**src/rtl/adc_seq_regs.svh**
```systemverilog
// Constants for the converter sequencer: field widths, counts, trigger codes.
// Assumes inclusion by bare name from the package and the design module.
`ifndef ADC_SEQ_REGS_SVH
`define ADC_SEQ_REGS_SVH
`define TRIG_SOFTWARE 3'h0
`define TRIG_CLOCKED 3'h7
`define CONV_TAD_COUNT 5'hC
`define BUF_WORDS 16
`define HALF_WORDS 8
`define RESULT_BITS 10
`define SPI_BITS 4
`define ACQUISITION_CLOCK_COUNT_BITS 5
`define DIV_BITS 8
`endif

```
**src/rtl/adc_seq_pkg.sv**
```systemverilog
// Types for the converter sequencer.
// Assumes adc_seq_regs.svh is on the include path.
`include "adc_seq_regs.svh"
package adc_seq_pkg;
   typedef enum logic [2:0] {
      ST_IDLE = 3'b001,
      ST_SAMPLE = 3'b010,
      ST_CONVERT = 3'b100
   } seq_state_t;
   // Control bits written by software, grouped.
   typedef struct packed {
      logic on;
      logic [2:0] trig_src;
      logic clk_src_osc;
      logic [`DIV_BITS-1:0] div_sel;
      logic [`ACQUISITION_CLOCK_COUNT_BITS-1:0] acq_count;
      logic [`SPI_BITS-1:0] spi;
      logic split;
      logic offset_cal_enable;
      logic stop_seq;
   } ctrl_t;
endpackage

```
**src/rtl/adc_seq.sv**
```systemverilog
// Conversion sequencer for a successive-approximation converter, with result buffer.
// Assumes all inputs synchronous to CLK; the SAR comparator sits outside and
// returns one decision bit per conversion clock on CMP_BIT.
// How it works
// RULE1 - Auto sample cleared mid sequence: finish conversion, no new acquisition.
// RULE2 - Turning off mid conversion aborts it; buffer word keeps old value.
// RULE3 - Split buffer: half indicator 0 filling words 0-7, 1 filling 8-15.
// RULE4 - Offset calibration forces both sample-hold inputs to analog ground.
// RULE5 - Offset measurement reports only non-negative values.
// RULE6 - Stop-after-sequence: one auto sequence, then clear auto sample, raise flag.
// RULE7 - Stop-after-sequence stays until software clears it; independent of masking.
// RULE8 - Completion bit sets at sequence end; persists in manual mode.
// RULE9 - Auto mode clears completion bit when next acquisition starts.
// RULE10 - Sequence-complete flag latches until software clears it.
// RULE11 - Software trigger: request set starts sampling, clear starts conversion.
// RULE12 - Software spaces request set and clear for enough acquisition time.
// RULE13 - Auto mode re-enters acquisition after conversion, setting request bit.
// RULE14 - Software allows for conversion time between request clears in auto mode.
// RULE15 - Clocked trigger counts programmed conversion clocks then converts.
// RULE16 - Software programs nonzero acquisition count for clocked trigger.
// RULE17 - Each conversion takes twelve conversion clock periods.
// RULE18 - Bus clock divided by divider setting, oscillator undivided.
// RULE19 - Results fill successive buffer words; flag after programmed samples.
`timescale 1ns/100ps
`include "adc_seq_regs.svh"
module adc_seq
   import adc_seq_pkg::*;
#(
   parameter int RW = `RESULT_BITS
) (
   // Clock and reset
   input wire logic CLK,
   input wire logic ARST_N,
   // Control
   input wire ctrl_t CTRL,
   input wire logic OSC_TICK,
   input wire logic AUTO_SET,
   input wire logic AUTO_CLR,
   input wire logic SAMPLE_REQUEST_BIT_SET,
   input wire logic SAMPLE_REQUEST_BIT_CLR,
   input wire logic DONE_CLR,
   input wire logic FLAG_CLR,
   // Converter side
   input wire logic CMP_BIT,
   output logic SH_SAMPLE,
   output logic SH_GROUND,
   // Status
   output logic AUTO_SAMPLE_ENABLE,
   output logic SAMPLE_REQUEST_BIT,
   output logic DONE,
   output logic SEQUENCE_COMPLETE_FLAG,
   output logic ACTIVE_HALF_INDICATOR,
   output logic CONVERTING,
   // Result read
   input wire logic [3:0] RD_ADDR,
   output logic [RW-1:0] RD_DATA
);
   seq_state_t st_q, st_d;
   logic [`DIV_BITS:0] div_q;
   logic [`ACQUISITION_CLOCK_COUNT_BITS-1:0] acq_q;
   logic [3:0] bit_q;
   logic [RW-1:0] sar_q;
   logic [3:0] wptr_q;
   logic [`SPI_BITS-1:0] cnt_q;
   logic auto_q, sample_request_bit_q, done_q, flag_q, rd_q;
   logic [RW-1:0] buf_q [`BUF_WORDS];
   logic [RW-1:0] rdat_q;

   function automatic [`DIV_BITS-1:0] ctrl_div(input [`DIV_BITS-1:0] d);
      ctrl_div = d;
   endfunction

   // Wraps at 16, or at 8 within the active half when split
   function automatic [3:0] wptr_next(input [3:0] p, input sp);
      wptr_next = sp ? {p[3], p[2:0] + 3'h1} : p + 4'h1;
   endfunction

   // Conversion clock tick: oscillator used undivided, bus clock divided 2*(N+1)
   wire [`DIV_BITS:0] div_end = {ctrl_div(CTRL.div_sel), 1'b1};
   // At or past the end, so a smaller divider written mid-count cannot stall the tick
   wire tad = CTRL.clk_src_osc ? OSC_TICK : (div_q >= div_end); // [RULE18]
   wire sw_trig = CTRL.trig_src == `TRIG_SOFTWARE;
   wire clk_trig = CTRL.trig_src == `TRIG_CLOCKED;
   wire conv_go_sw = sw_trig && SAMPLE_REQUEST_BIT_CLR && st_q == ST_SAMPLE; // [RULE11]
   wire conv_go_clk = clk_trig && tad && st_q == ST_SAMPLE
                      && acq_q + 5'h1 >= CTRL.acq_count; // [RULE15]
   wire conv_go = conv_go_sw || conv_go_clk;
   // Off on the last tick is an abort, not a completion
   wire conv_end = CTRL.on && st_q == ST_CONVERT && tad
                   && bit_q == 4'(`CONV_TAD_COUNT - 5'h1); // [RULE17]
   wire seq_end = conv_end && cnt_q == CTRL.spi; // [RULE19]
   wire stop_now = seq_end && CTRL.stop_seq; // [RULE6] [RULE7]
   // Next acquisition: manual request or auto sample from idle, or automatic restart after conversion
   wire restart = conv_end && auto_q && !stop_now && !AUTO_CLR; // [RULE1] [RULE13]
   wire acq_start = (st_q == ST_IDLE && (SAMPLE_REQUEST_BIT_SET || auto_q)) || restart;
   wire [3:0] wnext = wptr_next(wptr_q, CTRL.split);

   always_comb begin
      st_d = st_q;
      case (st_q)
         ST_IDLE: if (acq_start) st_d = ST_SAMPLE;
         ST_SAMPLE: if (conv_go) st_d = ST_CONVERT;
         ST_CONVERT: if (conv_end) st_d = restart ? ST_SAMPLE : ST_IDLE;
         default: st_d = ST_IDLE;
      endcase
      if (!CTRL.on) st_d = ST_IDLE; // [RULE2]
   end

   always_ff @(posedge CLK or negedge ARST_N) begin
      if (!ARST_N) begin
         st_q <= ST_IDLE;
         div_q <= '0;
         acq_q <= '0;
         bit_q <= '0;
         sar_q <= '0;
      end else begin
         st_q <= st_d;
         div_q <= (tad || CTRL.clk_src_osc) ? '0 : div_q + 9'h1;
         acq_q <= (st_q != ST_SAMPLE) ? '0 : acq_q + {4'h0, tad};
         bit_q <= (st_q != ST_CONVERT) ? '0 : bit_q + {3'h0, tad};
         // Decisions shift in MSB first; last two clocks are settling
         if (st_q == ST_CONVERT && tad && bit_q < 4'(RW))
            sar_q <= {sar_q[RW-2:0], CMP_BIT};
      end
   end

   always_ff @(posedge CLK or negedge ARST_N) begin
      if (!ARST_N) begin
         auto_q <= 1'b0;
         sample_request_bit_q <= 1'b0;
         done_q <= 1'b0;
         flag_q <= 1'b0;
         wptr_q <= '0;
         cnt_q <= '0;
      end else begin
         if (stop_now || AUTO_CLR) auto_q <= 1'b0; // [RULE6]
         else if (AUTO_SET) auto_q <= 1'b1;
         if (acq_start && CTRL.on) sample_request_bit_q <= 1'b1; // [RULE13]
         else if (conv_go || !CTRL.on) sample_request_bit_q <= 1'b0;
         if (seq_end) done_q <= 1'b1; // [RULE8]
         // Auto restart and sequence end share an edge, so clear once sampling is under way
         else if (DONE_CLR || (auto_q && st_q == ST_SAMPLE)) done_q <= 1'b0; // [RULE9]
         if (seq_end) flag_q <= 1'b1; // [RULE10]
         else if (FLAG_CLR) flag_q <= 1'b0;
         if (conv_end) begin
            wptr_q <= seq_end ? {CTRL.split & ~wptr_q[3], 3'h0} : wnext; // [RULE3]
            cnt_q <= seq_end ? '0 : cnt_q + 4'h1;
         end
         if (!CTRL.split && seq_end) wptr_q <= '0;
      end
   end

   // Only completed conversions write; an abort leaves the word untouched
   always_ff @(posedge CLK) begin
      if (conv_end && CTRL.on) // [RULE2] [RULE19]
         buf_q[wptr_q] <= sar_q; // [RULE5]
   end

   always_ff @(posedge CLK or negedge ARST_N) begin
      if (!ARST_N) rdat_q <= '0;
      else rdat_q <= buf_q[RD_ADDR];
   end

   assign SH_SAMPLE = st_q == ST_SAMPLE;
   assign SH_GROUND = CTRL.offset_cal_enable; // [RULE4]
   assign AUTO_SAMPLE_ENABLE = auto_q;
   assign SAMPLE_REQUEST_BIT = sample_request_bit_q;
   assign DONE = done_q;
   assign SEQUENCE_COMPLETE_FLAG = flag_q;
   assign ACTIVE_HALF_INDICATOR = CTRL.split & wptr_q[3]; // [RULE3]
   assign CONVERTING = st_q == ST_CONVERT;
   assign RD_DATA = rdat_q;

   property p_abort_idle;
      @(posedge CLK) disable iff (!ARST_N) !CTRL.on |=> st_q == ST_IDLE;
   endproperty
   a_abort_idle: assert property (p_abort_idle) else $error("not idle after off"); // [RULE2]
   property p_flag_sticky;
      @(posedge CLK) disable iff (!ARST_N) flag_q && !FLAG_CLR |=> flag_q;
   endproperty
   a_flag_sticky: assert property (p_flag_sticky) else $error("flag dropped"); // [RULE10]
   property p_seq_flag;
      @(posedge CLK) disable iff (!ARST_N) seq_end |=> flag_q && done_q;
   endproperty
   a_seq_flag: assert property (p_seq_flag) else $error("flag not set"); // [RULE8]
   property p_stop;
      @(posedge CLK) disable iff (!ARST_N) stop_now |=> !auto_q && st_q == ST_IDLE;
   endproperty
   a_stop: assert property (p_stop) else $error("auto not cleared"); // [RULE6]
   property p_no_restart;
      @(posedge CLK) disable iff (!ARST_N) conv_end && !auto_q |=> st_q == ST_IDLE;
   endproperty
   a_no_restart: assert property (p_no_restart) else $error("restarted"); // [RULE1]
   property p_half;
      @(posedge CLK) disable iff (!ARST_N)
         CTRL.split && seq_end |=> ACTIVE_HALF_INDICATOR != $past(ACTIVE_HALF_INDICATOR);
   endproperty
   a_half: assert property (p_half) else $error("half wrong"); // [RULE3]
   property p_sw_conv;
      @(posedge CLK) disable iff (!ARST_N) conv_go_sw && CTRL.on |=> st_q == ST_CONVERT;
   endproperty
   a_sw_conv: assert property (p_sw_conv) else $error("no conversion"); // [RULE11]
   property p_ground;
      @(posedge CLK) disable iff (!ARST_N) CTRL.offset_cal_enable |-> SH_GROUND;
   endproperty
   a_ground: assert property (p_ground) else $error("not grounded"); // [RULE4]
   property p_restart;
      @(posedge CLK) disable iff (!ARST_N) restart && CTRL.on |=> sample_request_bit_q && SH_SAMPLE;
   endproperty
   a_restart: assert property (p_restart) else $error("no restart"); // [RULE13]
   property p_done_auto;
      @(posedge CLK) disable iff (!ARST_N) auto_q && st_q == ST_SAMPLE |=> !done_q;
   endproperty
   a_done_auto: assert property (p_done_auto) else $error("done kept in auto"); // [RULE9]
   property p_clk_hold;
      @(posedge CLK) disable iff (!ARST_N)
         clk_trig && CTRL.on && st_q == ST_SAMPLE && acq_q + 5'h1 < CTRL.acq_count |=> SH_SAMPLE;
   endproperty
   a_clk_hold: assert property (p_clk_hold) else $error("early conversion"); // [RULE15]
   c_seq: cover property (@(posedge CLK) seq_end);
   c_stop: cover property (@(posedge CLK) stop_now);
   c_clk: cover property (@(posedge CLK) conv_go_clk);
   c_restart: cover property (@(posedge CLK) restart);
   c_abort: cover property (@(posedge CLK) st_q == ST_CONVERT && !CTRL.on);
endmodule

```
**config.mk**
```make
export PLATFORM = sky130hd
export DESIGN_NAME = adc_seq
export DESIGN_NICKNAME = d
export VERILOG_FILES = /design/src/rtl/adc_seq_pkg.sv /design/src/rtl/adc_seq.sv
export VERILOG_INCLUDE_DIRS = /design/src /design/src/rtl
export SDC_FILE = /design/constraint.sdc
export NUM_CORES = 1
export LEC_CHECK = 0
export BUFFER_PORTS_ARGS = -buffer_cell sky130_fd_sc_hd__buf_4
export CAP_MARGIN = 5
export CORE_ASPECT_RATIO = 0.9
export CORE_MARGIN = 2
export CORE_UTILIZATION = 50
export DETAILED_ROUTE_END_ITERATION = 16
export HOLD_SLACK_MARGIN = 0.1
export PLACE_DENSITY_LB_ADDON = 0.25
export SYNTH_ARGS = -nofsm -noshare
export SYNTH_HDL_FRONTEND = slang
export SYNTH_SLANG_ARGS = --single-unit
```
**constraint.sdc**
```tcl
create_clock -name CLK -period 4.5 [get_ports CLK]
set_input_delay 0.45 -clock CLK [delete_from_list [all_inputs] [get_ports CLK]]
set_output_delay 0.45 -clock CLK [all_outputs]
set_load 0.005 [all_outputs]
```
==> reports/metrics.csv, run 1 <==
metric,value,unit
status,"finished, final reports clean",
core_area,0.0176,mm²
syn-instance-count,501,
ant_nets,0,
io_pins,57,
timing.rr.start,div_q[6],
critPathRequiredTime,4620,ps
cts.sinks,213,
grt_usage,19.8,%
timing_hold_violations_final,0,
crit_type,reg2reg,
drive_gt1_share,28.2,%
cts_resized,0,
maxSlewHeadroom,40.1,%
drtIter0Drc,389,
ys_types,51,
end_kind,flop,
cts-root-buf,clkbuf_16,
overflow,0,
power.leakage,3.81,nW
routabilityCongestion,0.764,
nets,632,
multi_input_area,0.00265,mm²
ff_latch_area,0.00613,mm²
drc_errors,0,
row_count,46,
dp_hpwl,11.3,mm
clk_latency,500,ps
dpl_cell_area,0.00960,mm²
cap_violations,0,
grt_pass1_vias,4782,
hold_depth,2,
cts.htree.levels,1,
setup_viol_count_final,0,
cp-start-kind,flop,
drv_slew,0,
synth_common_cells,"edfxtp_1 (160), dfrtp_1 (52), mux4_2 (50), ha_1 (24)",
min_period,2930,ps
post_cts_buffers,0,
path_max_fanout,10,
ys_ff_latch,213,
synth_largest_area_cell,edfxtp_1,
port_buffers,54,
grt_first_pass_wirelength,27.9,mm
start_util,50.8,%
n_antenna_cell,0,
areaGrowthSynthToFinish,15.6,%
power.density,383,mW/mm²
arrival,3050,ps
async_flop_share,24.9,%
synth_nets,564,
crit_slowest_cell,nor2_1,
synthTopCellsByArea,"edfxtp_1 (54%), dfrtp_1 (15%), mux4_2 (13%)",
finClkSkew,14.1,ps
crit_start,div_q[6],
tightest_slew,895,ps
worstHoldStart,CTRL[24],
reg2regPathDepth,7,
worst_ir_drop_vdd,0.304,mV
fin_crit_sh,65.1,%
die_w,145,µm
cts_buffers,22,
ys_warn_count,0,
finish.instance_area,0.0103,mm²
p_total,3.95,mW
wl_per_cell,21.6,µm
hp-class,in2reg,
drt_wl_total,17.8,mm
tns,0,ps
die_h,131,µm
ctsHoldBuffers,2,
ys.flop_type,edfxtp_1,
synth.most_common_cell,edfxtp_1,
dp.cells,783,
whs,139,ps
fmax,342,MHz
path_delay_family,simple AND/OR/NAND/NOR gates,
crit_chain,ha_1 > and4_4 > a211o_1 > a31oi_4 > a21oi_2 > nand2_1 > nor2_1,
rsz0062_at_grt,no,
crit_cells,7,
nFillCells,1287,
synthesis.area,0.00891,mm²
avgViaCountPerCell,5.69,
path_clk_slew,60,ps
max_stage_delay,740,ps
dieArea,0.0189,mm²
cts_tree,built,
grt_max_degree,54,
clockBufferDepth,3,
antenna_found_initial,0,
dr.pass1.iters,4,
synth-edff-count,160,
syn_area_per_cell,17.8,µm²
synth.yosys.seq_area_share,68.8,%
path_buf_inv,0,
final_cells,825,
vias,4696,
synth_top_area_share,53.9,%
==> cell usage in the layout, fill, tap and decap left out, types with 6 or more instances in the layout <==
| cell | instances |
|---|---|
| o21ai_0 | 15 |
| mux2_4 | 10 |
| a21oi_1 | 9 |
| inv_1 | 18 |
| clkbuf_1 | 6 |
| dfrtp_1 | 52 |
| edfxtp_1 | 160 |
| xnor2_1 | 10 |
| nand3_1 | 15 |
| and2_1 | 10 |
| mux4_2 | 50 |
| ha_1 | 24 |
| nand2_1 | 19 |
| and3_1 | 6 |
| clkbuf_16 | 22 |
| xor2_1 | 10 |
| nor2_1 | 19 |
| buf_4 | 61 |
==> layer usage <==
metal,track usage [%],part of all wire [%],up-vias
met1,30.2,46,2459
li1,-,-,2109
met4,3.71,1.3,0
met5,0,0,-
met2,31.2,48,112
met3,2.99,4.3,16
==> cells by family (layout without fill, tap and decap cells) <==
logic type | Yosys count | after routing | synth area share (%)
compound gates | 41 | 41 | 2.93
mux | 60 | 60 | 14.3
fa+ha+maj | 24 | 24 | 3.37
flops | 213 | 213 | 68.8
buf+inv | 37 | 121 | 1.75
simple gates | 106 | 106 | 6.88
xor+xnor | 20 | 20 | 1.96
==> where the power goes <==
group | internal [mW] | switching [mW]
clock network | 0.973 | 0.721
registers | 2.10 | 0.0141
logic | 0.0660 | 0.0729
total | 3.14 | 0.808
==> final cells by class <==
| cell class | instances | share of cell area [%] |
|---|---|---|
| inverters | 18 | 0.656 |
| multi-input cells | 251 | 25.7 |
| repair buffers | 63 | 4.64 |
| clock inverters | 8 | 0.522 |
| well taps | 240 | 2.91 |
| flip-flops and latches | 213 | 59.5 |
| clock buffers | 32 | 6.10 |
==> state kept, by name, summed over array words and instances (netlist names) <==
signal,count
acq_q,5
AUTO_SAMPLE_ENABLE,1
st_q,3
DONE,1
RD_DATA,10
cnt_q,4
SEQUENCE_COMPLETE_FLAG,1
div_q,9
sar_q,10
SAMPLE_REQUEST_BIT,1
buf_q,160
bit_q,4
wptr_q,4
==> worst reg2reg max path: stages (launching register included) <==
cell and delay (ps):
dfrtp_1 430, ha_1 320, and4_4 250, a211o_1 190
a31oi_4 60, a21oi_2 350, nand2_1 190, nor2_1 740
==> final timing paths <==
path	endpoint	slack, ps
max	buf_q[11][9]	1570
max reg2reg	buf_q[11][9]	1570
min reg2reg	SEQUENCE_COMPLETE_FLAG	540
max in group asynchronous	sar_q[5]	3440
min	st_q[0]	140
min in group asynchronous	acq_q[3]	570
==> through the flow <==
step	setup WS, ps	util [%]
after floorplan	1280	-
after global placement	1520	54.7
after detailed placement	1440	54.7
after CTS	1550	58.7
after global routing	1370	58.7
final	1570	58.7
Power figures use the tool's default switching activity.
==> run 2: changes to the inputs <==
--- a/config.mk
+++ b/config.mk
@@ -6,6 +6,7 @@
 export SDC_FILE = /design/constraint.sdc
 export NUM_CORES = 1
 export LEC_CHECK = 0
+export ABC_AREA = 1
 export BUFFER_PORTS_ARGS = -buffer_cell sky130_fd_sc_hd__buf_4
 export CAP_MARGIN = 5
 export CORE_ASPECT_RATIO = 0.9
==> constraint.sdc (replaced) <==
create_clock -name CLK -period 2.75 [get_ports CLK]
set_input_delay 0.275 -clock CLK [delete_from_list [all_inputs] [get_ports CLK]]
set_output_delay 0.275 -clock CLK [all_outputs]
set_load 0.005 [all_outputs]
==> run 2 against run 1 <==
Net effect: worst setup slack got worse by 1300 ps; hold slack got worse by 23 ps; fmax increased by 19%; sequential share of layout area decreased by 2.6 points; first-iteration DRC count decreased by 1.3%; clock power increased by 70%; clock-buffer cell count increased by 1; routed wire length increased by 8.4%; clock skew decreased by 0.56 ps; non-clock buffer count increased by 20; utilization increased by 0.37 points; register-to-register slack got worse by 1300 ps; critical endpoint is now AUTO_SAMPLE_ENABLE; largest cell class unchanged.
==> reports/metrics.csv, run 2 <==
metric,value,unit,change
status,"finished, final reports clean",,
tns,0,ps,unchanged
power.density,719,mW/mm²,+88%
avgViaCountPerCell,5.31,,-6.7%
max_stage_delay,540,ps,-200 ps
fin_ws,284,ps,-1290 ps
row_count,47,,+2.2%
dieArea,0.0196,mm²,+3.4%
io_pins,57,,unchanged
cts.htree.levels,1,,unchanged
path_clk_slew,60,ps,about the same
cts-root-buf,clkbuf_16,,
pre_cts_ws,359,ps,-1080 ps
drive_gt1_share,14.4,%,-14 points
critPathRequiredTime,3130,ps,-1490 ps
drv_slew,0,,unchanged
synth_top_area_share,52.1,%,-1.8 points
worst_ir_drop_vdd,0.424,mV,+39%
synth_nets,830,,+47%
path_common_cell,nand2_1,,
clockBufferDepth,3,,unchanged
timing_hold_violations_final,0,,unchanged
cts_tree,built,,
timing.rr.start,div_q[7],,
tightest_slew,806,ps,-88.9 ps
seq_power_share,56.1,%,+2.5 points
final_cell_mix,"edfxtp_1 (160), inv_1 (105), buf_4 (74)",,
dp_hpwl,12.5,mm,+11%
largest_register_ffs,160,,unchanged
grt_first_pass_wirelength,31.2,mm,+12%
ys_types,40,,-22%
drc_errors,0,,unchanged
path_max_fanout,8,,-2
ys_ff_latch,213,,unchanged
async_flop_share,24.9,%,unchanged
fin_crit_sh,89.7,%,+25 points
reg2regPathDepth,11,,+4
worstHoldStart,SAMPLE_REQUEST_BIT_SET,,
intPower,5.81,mW,+85%
arrival,2840,ps,-210 ps
whs_endpoint,st_q[0],,
cp-start-kind,flop,,
min_period,2470,ps,-462 ps
grt_max_degree,54,,unchanged
hold_depth,4,,+2
port_buffers,54,,unchanged
grt_pass1_vias,5878,,+23%
crit_chain,ha_1 > nand2_1 > nor2_1 > nand2_1 > nand3_1 > nand3_4 > buf_4 > nor2_4 > nand2_2 > o211a_1 > dlygate4sd3_1,,
power_frac_comb,6.6,%,+3.1 points
pwr-share-clk,37.2,%,-5.7 points
postLayoutCoreUtil,59.1,%,+0.37 points
cts.sinks,213,,unchanged
synth-edff-count,160,,unchanged
ys.flop_type,edfxtp_1,,
r2r_end,AUTO_SAMPLE_ENABLE,,
power.leakage,4.45,nW,+17%
die_h,133,µm,+1.7%
start_util,50.6,%,-0.17 points
vias,5854,,+25%
drt_wl_total,19.3,mm,+8.4%
post_cts_buffers,0,,unchanged
dpl_cell_area,0.00998,mm²,+3.9%
synth_common_cells,"edfxtp_1 (160), inv_1 (105), nand2_1 (62), o21ai_0 (56), a21oi_1 (55)",,
cts_buffers,22,,unchanged
setup_viol_count_final,0,,unchanged
swShare,24.9,%,+4.4 points
grt_usage,20.3,%,+0.52 points
ant_nets,0,,unchanged
fmax,406,MHz,+19%
final_common_cell,edfxtp_1,,
areaGrowthSynthToFinish,16.7,%,
nets,904,,+43%
nFillCells,1493,,+16%
end_kind,flop,,
synth.most_common_cell,edfxtp_1,,
r2r_slack,280,ps,-1290 ps
clk_latency,500,ps,about the same
syn-instance-count,767,,+53%
power.switching,1.93,mW,+140%
hp-class,in2reg,,
n_antenna_cell,0,,unchanged
cap_violations,0,,unchanged
crit_slowest_cell,dlygate4sd3_1,,
rsz0062_at_grt,no,,
crit_type,reg2reg,,
overflow,0,,unchanged
synth.yosys.seq_area_share,66.5,%,-2.3 points
synthesis.area,0.00923,mm²,+3.5%
drtIter0Drc,384,,-1.3%
dr.pass1.iters,5,,+1
core_area,0.0182,mm²,+3.8%
ys_warn_count,0,,unchanged
antenna_found_initial,0,,unchanged
die_w,147,µm,+1.7%
regMostFlops,buf_q,,
finish.instance_area,0.0108,mm²,+4.5%
routabilityCongestion,0.829,,+8.5%
maxSlewHeadroom,46.2,%,+6.1 points
finClkSkew,13.5,ps,-0.560 ps
synthTopCellsByArea,"edfxtp_1 (52%), dfrtp_1 (14%), mux2i_1 (4.3%)",,
wl_per_cell,17.5,µm,-19%
syn_area_per_cell,12.0,µm²,-32%
synth_largest_area_cell,edfxtp_1,,
==> run 2: cell types whose count changed in the layout (fill, tap and decap cells not counted), sizes merged, moves of 7 or more <==
cell,delta
inv,+88
mux4,-50
o21ai,+48
a21oi,+46
nand2,+43
mux2i,+40
o211ai,+39
nor2,+34
nand3,+19
buf,+15
and2,-10
mux2,-10
nor3,+8
and4,-7
==> run 2: area by class of cell <==
| class | instances | area, µm² | area share [%] |
|---|---|---|---|
| clock inverter | 7 | 62.6 | 0.581 |
| sequential | 213 | 6130 | 56.9 |
| multi-input combinational | 413 | 2550 | 23.7 |
| tap | 245 | 307 | 2.85 |
| clock buffer | 33 | 643 | 5.97 |
| inverter | 108 | 405 | 3.76 |
| timing repair buffer | 83 | 666 | 6.18 |
==> run 2: timing repair <==
action / 4_1_cts / 5_1_grt
endpoints found under the setup margin: 0 / 1
gates resized for setup: 0 / 3
hold buffers: 7 / 0
endpoints found under the hold margin: 59 / 0
==> run 2: cells by family (layout without fill, tap and decap cells) <==
group / Yosys count / in the layout / synth area share (%)
compound gates: 168 / 168 / 10.5
xor+xnor: 12 / 12 / 1.14
fa+ha+maj: 24 / 24 / 3.25
buf+inv: 141 / 231 / 6.02
flops: 213 / 213 / 66.5
mux: 40 / 40 / 4.34
simple gates: 169 / 169 / 8.30
==> run 2: stage by stage <==
stage | instances | hold WS (ps) | power [mW]
2_1_floorplan | 767 | -20.6 | 4.46
3_3_place_gp | 1055 | 375 | 4.87
3_5_place_dp | 1055 | 375 | 4.91
4_1_cts | 1102 | 102 | 7.79
5_1_grt | 1102 | 126 | 8.02
6_report | 1102 | 116 | 7.74
==> run 2: power by group through the flow <==
stage / registers, mW / logic [mW] / clock network [mW]
after floorplan: 4.15 / 0.317 / 0
after global placement: 4.38 / 0.485 / 0
after detailed placement: 4.41 / 0.506 / 0
after CTS: 4.34 / 0.517 / 2.93
after global routing: 4.37 / 0.577 / 3.07
final: 4.35 / 0.514 / 2.88
==> run 2: how the worst max path moves through the flow <==
stage,from,endpoint,cells after the start
CTS,div_q[8],AUTO_SAMPLE_ENABLE,11
floorplan,div_q[7],buf_q[11][0],9
finish,div_q[7],AUTO_SAMPLE_ENABLE,11
detailed placement,div_q[8],buf_q[7][9],10
global placement,CTRL[19],buf_q[7][0],12
global route,div_q[8],AUTO_SAMPLE_ENABLE,11
==> run 2: per-layer routing <==
metal / vias up / GRT usage [%] / share of wire [%]
met5: - / 0 / 0
met4: 0 / 5.13 / 2.1
met3: 31 / 2.93 / 4.6
met2: 142 / 33.9 / 49
met1: 2844 / 28.5 / 45
li1: 2837 / - / -
==> run 2: critical path: cells and delay by family (launching register included) <==
kind                       cells  cell delay [ps]
adders and majority gates      1              280
AOI/OAI and AO/OA              1              120
buffers and inverters          2              740
and+or+nand+nor                7              780
DFF                            1              420
